===== src/rtl/line_code_cfg.svh =====
// Notes on behaviour
// - Level code holds one constant level per bit; high for One, low for Zero.
// - Mark-toggle code inverts the line at the start of each One bit.
// - Space-toggle code inverts the line at the start of each Zero bit.
// - Non-return-to-zero codes change level only at bit boundaries.
// - Return-to-zero is data AND bit clock: half-bit pulse for One, none for Zero.
// - Pulse-position Zero is a quarter-bit pulse at the start of the bit.
// - Pulse-position One is a quarter-bit pulse starting at mid-bit.
// - Pulse-width code sends one-third bit for Zero, two-thirds bit for One.
// - Every pulse-width pulse rises at the start of its bit period.
// - Optional quarter-based pulse-width variant; thirds remain the default.
// - Split-phase level is data XNOR bit clock.
// - Split-phase level comes from a registered output, so it is glitch free.
// - Split-phase mark holds level for One, mid-bit transition for Zero.
// - Split-phase space is split-phase mark with One and Zero swapped.
// - Split-phase codes give at least one transition in every active bit that follows an active bit of the same code.
// - Non-return-to-zero codes offer unipolar or polar output with a sign indication.
// - Split-phase mark and space invert the line at every boundary between two active bits of the same code.
// - Split-phase level: mid-bit rise means Zero, mid-bit fall means One.
`ifndef LINE_CODE_CFG_SVH
`define LINE_CODE_CFG_SVH

`define TICKS_PER_BIT 12
`define PHASE_LAST 4'hB
`define PHASE_FIRST 4'h0
`define PHASE_QUARTER 4'h3
`define PHASE_THIRD 4'h4
`define PHASE_HALF 4'h6
`define PHASE_TWO_THIRD 4'h8
`define PHASE_THREE_QUARTER 4'h9
`define TICK_DIV_DFLT 4
`define BUF_DEPTH_DFLT 2
`define LINE_RST_LEVEL 1'b0
`define TOGGLE_RST 1'b0

`endif


===== src/rtl/line_code_pkg.sv =====
package line_code_pkg;

  typedef enum logic [3:0] {
    MODE_LEVEL = 4'h0,
    MODE_MARK = 4'h1,
    MODE_SPACE = 4'h2,
    MODE_RET_ZERO = 4'h3,
    MODE_PULSE_POS = 4'h4,
    MODE_PW = 4'h5,
    MODE_SPL = 4'h6,
    MODE_SPM = 4'h7,
    MODE_SPS = 4'h8
  } mode_t;

  typedef struct packed {
    logic polar;
    logic negative;
    logic level;
  } line_t;

  typedef struct packed {
    mode_t mode;
    logic pw_quarter;
    logic polar;
  } code_cfg_t;

endpackage


===== src/rtl/serial_line_code_encoder.sv =====
`timescale 1ns/1ps
`include "line_code_cfg.svh"
module serial_line_code_encoder
  import line_code_pkg::*;
#(
  parameter int TICK_DIV = `TICK_DIV_DFLT,
  parameter int DEPTH = `BUF_DEPTH_DFLT
) (
  input wire logic clk_sys, // 25 MHz system clock
  input wire logic rst, // Synchronous reset, active high
  input wire logic in_valid, // Upstream bit valid
  input wire logic in_data, // Upstream data bit
  output logic in_ready, // Buffer can take a bit
  input wire code_cfg_t cfg, // Mode, pulse-width variant, polar form
  output line_t line, // Line drive to the driver
  output logic bit_taken // Pulse: a bit began on the line
);

  localparam int DIV_W = (TICK_DIV > 1) ? $clog2(TICK_DIV) : 1;
  localparam int PTR_W = (DEPTH > 1) ? $clog2(DEPTH) : 1;
  localparam int CNT_W = $clog2(DEPTH + 1);

  logic [DIV_W-1:0] div_r;
  logic tick_r;
  logic [3:0] phase_r;
  logic [3:0] phase_nxt;
  logic cur_bit_r;
  logic bit_nxt;
  code_cfg_t cfg_r;
  code_cfg_t cfg_nxt;
  logic act_r;
  logic act_nxt;
  logic tog_r;
  logic tog_nxt;
  logic lvl_nxt;
  logic nrz_nxt;
  logic bnd;
  logic mem [DEPTH];
  logic [PTR_W-1:0] wr_ptr_r;
  logic [PTR_W-1:0] rd_ptr_r;
  logic [CNT_W-1:0] cnt_r;
  logic [CNT_W-1:0] cnt_nxt;
  logic push;
  logic pop;
  logic head;
  line_t line_r;
  logic in_ready_r;
  logic bit_taken_r;

  assign line = line_r;
  assign in_ready = in_ready_r;
  assign bit_taken = bit_taken_r;

  // Tick divider: twelve ticks make one bit period
  always_ff @(posedge clk_sys) begin
    if (rst) begin
      div_r <= '0;
      tick_r <= 1'b0;
    end else if (div_r == DIV_W'(TICK_DIV - 1)) begin
      div_r <= '0;
      tick_r <= 1'b1;
    end else begin
      div_r <= div_r + 1'b1;
      tick_r <= 1'b0;
    end
  end

  assign bnd = tick_r && (phase_r == `PHASE_LAST);

  // Two-entry buffer between source and line; stalls never drop a bit
  assign push = in_valid && in_ready_r;
  assign pop = bnd && (cnt_r != '0);
  assign head = mem[rd_ptr_r];
  assign cnt_nxt = cnt_r + CNT_W'(push) - CNT_W'(pop);

  always_ff @(posedge clk_sys) begin
    if (push) begin
      mem[wr_ptr_r] <= in_data;
    end
  end

  always_ff @(posedge clk_sys) begin
    if (rst) begin
      wr_ptr_r <= '0;
      rd_ptr_r <= '0;
      cnt_r <= '0;
      in_ready_r <= 1'b0;
    end else begin
      if (push) begin
        wr_ptr_r <= (wr_ptr_r == PTR_W'(DEPTH - 1)) ? '0 : wr_ptr_r + 1'b1;
      end
      if (pop) begin
        rd_ptr_r <= (rd_ptr_r == PTR_W'(DEPTH - 1)) ? '0 : rd_ptr_r + 1'b1;
      end
      cnt_r <= cnt_nxt;
      in_ready_r <= (cnt_nxt < CNT_W'(DEPTH));
    end
  end

  // Next bit state; a new bit and its mode are latched only at a boundary
  always_comb begin
    phase_nxt = phase_r;
    bit_nxt = cur_bit_r;
    cfg_nxt = cfg_r;
    act_nxt = act_r;
    if (tick_r) begin
      phase_nxt = (phase_r == `PHASE_LAST) ? `PHASE_FIRST : phase_r + 4'h1;
    end
    if (bnd) begin
      act_nxt = (cnt_r != '0);
      bit_nxt = head;
      cfg_nxt = cfg;
    end
  end

  // Toggle state for the mark/space families
  always_comb begin
    tog_nxt = tog_r;
    if (bnd && act_nxt) begin
      unique case (cfg_nxt.mode)
        MODE_MARK: tog_nxt = tog_r ^ bit_nxt;
        MODE_SPACE: tog_nxt = tog_r ^ ~bit_nxt;
        MODE_SPM, MODE_SPS: tog_nxt = ~tog_r;
        default: tog_nxt = tog_r;
      endcase
    end else if (tick_r && act_r && phase_nxt == `PHASE_HALF) begin
      unique case (cfg_r.mode)
        MODE_SPM: tog_nxt = tog_r ^ ~cur_bit_r;
        MODE_SPS: tog_nxt = tog_r ^ cur_bit_r;
        default: tog_nxt = tog_r;
      endcase
    end
  end

  // Line level from the upcoming phase; idle bits drive level low, but mark-toggle and space-toggle codes hold the toggle level
  always_comb begin
    lvl_nxt = `LINE_RST_LEVEL;
    nrz_nxt = 1'b0;
    unique case (cfg_nxt.mode)
      MODE_LEVEL: begin
        nrz_nxt = 1'b1;
        lvl_nxt = act_nxt && bit_nxt;
      end
      MODE_MARK, MODE_SPACE: begin
        nrz_nxt = 1'b1;
        lvl_nxt = tog_nxt;
      end
      MODE_RET_ZERO: begin
        lvl_nxt = act_nxt && bit_nxt && (phase_nxt < `PHASE_HALF);
      end
      MODE_PULSE_POS: begin
        if (bit_nxt) begin
          lvl_nxt = act_nxt && (phase_nxt >= `PHASE_HALF) && (phase_nxt < `PHASE_THREE_QUARTER);
        end else begin
          lvl_nxt = act_nxt && (phase_nxt < `PHASE_QUARTER);
        end
      end
      MODE_PW: begin
        if (cfg_nxt.pw_quarter) begin
          lvl_nxt = act_nxt && (phase_nxt < (bit_nxt ? `PHASE_THREE_QUARTER : `PHASE_QUARTER));
        end else begin
          lvl_nxt = act_nxt && (phase_nxt < (bit_nxt ? `PHASE_TWO_THIRD : `PHASE_THIRD));
        end
      end
      MODE_SPL: begin
        lvl_nxt = act_nxt && (bit_nxt ^ (phase_nxt >= `PHASE_HALF));
      end
      MODE_SPM, MODE_SPS: begin
        lvl_nxt = act_nxt && tog_nxt;
      end
      default: begin
        lvl_nxt = `LINE_RST_LEVEL;
      end
    endcase
  end

  // Phase and latched bit state
  always_ff @(posedge clk_sys) begin
    if (rst) begin
      phase_r <= `PHASE_LAST;
      cur_bit_r <= 1'b0;
      cfg_r <= '0;
      act_r <= 1'b0;
      tog_r <= `TOGGLE_RST;
    end else if (tick_r) begin
      phase_r <= phase_nxt;
      cur_bit_r <= bit_nxt;
      cfg_r <= cfg_nxt;
      act_r <= act_nxt;
      tog_r <= tog_nxt;
    end
  end

  // Registered line drive keeps every code free of decode glitches
  always_ff @(posedge clk_sys) begin
    if (rst) begin
      line_r <= '0;
    end else if (tick_r) begin
      line_r.level <= lvl_nxt;
      line_r.polar <= cfg_nxt.polar && nrz_nxt;
      line_r.negative <= cfg_nxt.polar && nrz_nxt && !lvl_nxt;
    end
  end

  always_ff @(posedge clk_sys) begin
    if (rst) begin
      bit_taken_r <= 1'b0;
    end else begin
      bit_taken_r <= pop;
    end
  end
endmodule


===== config.mk =====
export PLATFORM = sky130hd
export DESIGN_NAME = serial_line_code_encoder
export DESIGN_NICKNAME = d
export VERILOG_FILES = /design/src/rtl/line_code_pkg.sv /design/src/rtl/serial_line_code_encoder.sv
export VERILOG_INCLUDE_DIRS = /design/src /design/src/rtl
export SDC_FILE = /design/constraint.sdc
export NUM_CORES = 1
export LEC_CHECK = 0
export BUFFER_PORTS_ARGS = -buffer_cell sky130_fd_sc_hd__clkbuf_2
export CORE_MARGIN = 4
export CORE_UTILIZATION = 40
export DETAILED_ROUTE_END_ITERATION = 10
export GPL_TIMING_DRIVEN = 0
export PLACE_DENSITY_LB_ADDON = 0.12
export SLEW_MARGIN = 10
export SYNTH_ARGS = -nofsm -noshare
export SYNTH_HDL_FRONTEND = slang
export SYNTH_SLANG_ARGS = --single-unit

===== constraint.sdc =====
create_clock -name clk_sys -period 2.9 [get_ports clk_sys]
set_clock_uncertainty 0.15 [all_clocks]
set_input_delay 0.58 -clock clk_sys [delete_from_list [all_inputs] [get_ports clk_sys]]
set_output_delay 0.58 -clock clk_sys [all_outputs]
set_load 0.05 [all_outputs]

==> impl_metrics.tcl <==
set metrics [dict create \
    fin_nets 220 \
    fin_area_mm2 0.00180 \
    reg2reg_slack_ns 0.24 \
    worst-slew-pin-transition_ns 0.480 \
    drive_gt1_frac 0.167 \
    worstPathArrival_ns 2.73 \
    finalHoldViolations 0 \
    route.vias.total 1424 \
    worstHoldStart "div_r[0]" \
    cts_resized 0 \
    status "finished, final reports clean" \
    ios 15 \
    io_buffer_count 12 \
    cp_max_fo 6 \
    die_area_mm2 0.00509 \
    tns_ns 0 \
    clk_latency_ns 0.28 \
    yosys.area.top_type "dfxtp_1" \
    cts_tree "built" \
    leakage_nw 0.703 \
    path_clk_slew_ns 0.10 \
    antenna_found_initial 0 \
    initial_utilization 0.426 \
    gr-total-overflow 0 \
    drv_cap 0 \
    grt_pass1_vias 1313 \
    area_growth_pct 11.9 \
    postCtsSetupRepairBufs 0 \
    first_iter_violations 129 \
    setup-violations-final 0 \
    cp.required_ns 2.97 \
    avgSynthCellArea_um2 8.58 \
    timing.slew.headroom 0.675 \
    max_freq_ghz 0.376 \
    critical_path_class "flop to flop" \
    drcViolationCount 0 \
    wl_per_cell_um 14.6 \
    crit_end "line[0]" \
    drv_slew 0 \
    startpoint "phase_r[0]" \
    clock_sinks 28 \
    place.gp.congestion 0.896 \
    min_path_type "flop to flop" \
    first_pass_iters 4 \
    rows 22 \
    core_mm2 0.00377 \
    post-dp-hpwl_mm 2.85 \
    rr_endpoint "line[0]" \
    antennaDiodeCount 0 \
    syn_area_mm2 0.00161 \
    cp-end-kind "flop" \
    finalCritPeriodShare 0.916 \
    die_x_um 71.4 \
    synth.distinct_cells 47 \
    ys_top_cells_by_count "dfxtp_1 (26), nand2_1 (21), nor2_1 (20)" \
    rsz0062_at_grt "false" \
    clockRootBuffer "clkbuf_8" \
    synth_top_cell_area_share 0.324 \
    reg2reg_depth 11 \
    die_h_um 71.4 \
    synth_seq_area_share 0.362 \
    cts_hold_buffers 0 \
    min_period_ns 2.66 \
    synthFlopType "dfxtp_1" \
    drtAntennaViolNets 0 \
    r2r-start "phase_r[0]" \
    crit_path_start_kind "flop" \
    htreeDepth 1 \
    synth_edf_count 2 \
    grt_usage 0.149 \
    synth.area.top_cells "dfxtp_1 (32%), nand2_1 (4.9%), ha_1 (4.7%)" \
    synth.most_common_cell "dfxtp_1" \
    routed_wirelength_mm 3.66 \
    grt_pass1_wl_mm 6.11 \
    yosysWarnings 0 \
    syn_inst 187 \
    numCtsBuffers 3 \
    ys_ff_latch 28 \
    placedInstanceArea_mm2 0.00173 \
    final_util 0.476 \
    vdd_ir_drop_max_v 0.000220 \
    p_per_area_mw_per_mm2 468 \
    synth_async_sr_flop_share 0 \
    clockBufferDepth 2 \
    syn-num-nets 203 \
    grt_max_degree 17 \
    viasPerCell 5.67 \
]
-- worst min-delay path by stage --
stage	endpoint	slack, ns	depth (start not counted)
after floorplan	div_r[0]	0.26	1
after global placement	div_r[0]	0.27	1
after detailed placement	div_r[0]	0.28	1
after CTS	div_r[0]	0.29	1
after global routing	div_r[0]	0.32	1
final	div_r[0]	0.29	1
-- placed cells by master, fill, tap and decap left out, types with 5 or more instances in the layout --
cell	n
clkbuf_2	12
o21ai_0	9
inv_1	5
ha_1	6
dfxtp_1	26
mux2i_1	5
nand2_1	21
a21oi_1	12
nor2b_1	8
xnor2_1	5
nor2_1	20
-- critical path: stages, from the launching register on --
cell	delay, ns
dfxtp_1	0.41
ha_1	0.25
and4b_1	0.22
buf_6	0.12
mux2_4	0.34
inv_1	0.14
ha_1	0.25
a211oi_1	0.20
a21oi_1	0.07
o221ai_1	0.18
nand4_1	0.14
o21ai_2	0.12
-- sequential cells by signal, summed over array words and instances (netlist names), named ones only --
| signal | count |
|---|---|
| mem | 2 |
| tog_r | 1 |
| line | 3 |
| cur_bit_r | 1 |
| div_r | 2 |
| rd_ptr_r | 1 |
| act_r | 1 |
| in_ready | 1 |
| bit_taken | 1 |
| phase_r | 4 |
| cfg_r | 6 |
| wr_ptr_r | 1 |
| cnt_r | 2 |
| tick_r | 1 |
-- where the power goes --
part,switching (mW),total [mW],internal [mW],leakage (nW)
Clock,0.123,0.308,0.185,0.0357
Combinational,0.0699,0.116,0.0466,0.438
Sequential,0.0108,0.416,0.405,0.230
-- cell families (layout without fill, tap and decap cells) --
family	after synthesis	count (layout)	share of synthesized area
simple gates	78	78	0.263
buf+inv	15	31	0.0468
compound gates	44	44	0.185
mux	7	7	0.0475
flops	28	28	0.362
fa+ha+maj	6	6	0.0468
xor+xnor	9	9	0.0491
-- layer usage --
layer	GRT usage	up-vias	wire length (µm)
li1	-	705	-
met1	0.203	672	1660
met2	0.222	38	1670
met3	0.0379	9	250
met4	0.0668	0	77
met5	0	-	0
-- final cells by class --
type,count,area (µm²)
inverter,5,18.8
timing repair buffer,12,60.1
tap,48,60.1
sequential,28,581
multi-input combinational,144,950
clock buffer,3,41.3
fill,375,1970
buffer,10,56.3
clock inverter,1,30.0
-- through the flow --
step | worst slack, ns | hold WS, ns | cells | power (mW)
floorplan | 0.521 | 0.258 | 187 | 0.509
global placement | 0.326 | 0.265 | 247 | 0.537
detailed placement | 0.280 | 0.280 | 247 | 0.541
CTS | 0.249 | 0.295 | 251 | 0.845
global route | 0.0551 | 0.319 | 251 | 0.883
finish | 0.243 | 0.287 | 251 | 0.840
Note: power is estimated with default switching activity, not from simulation.
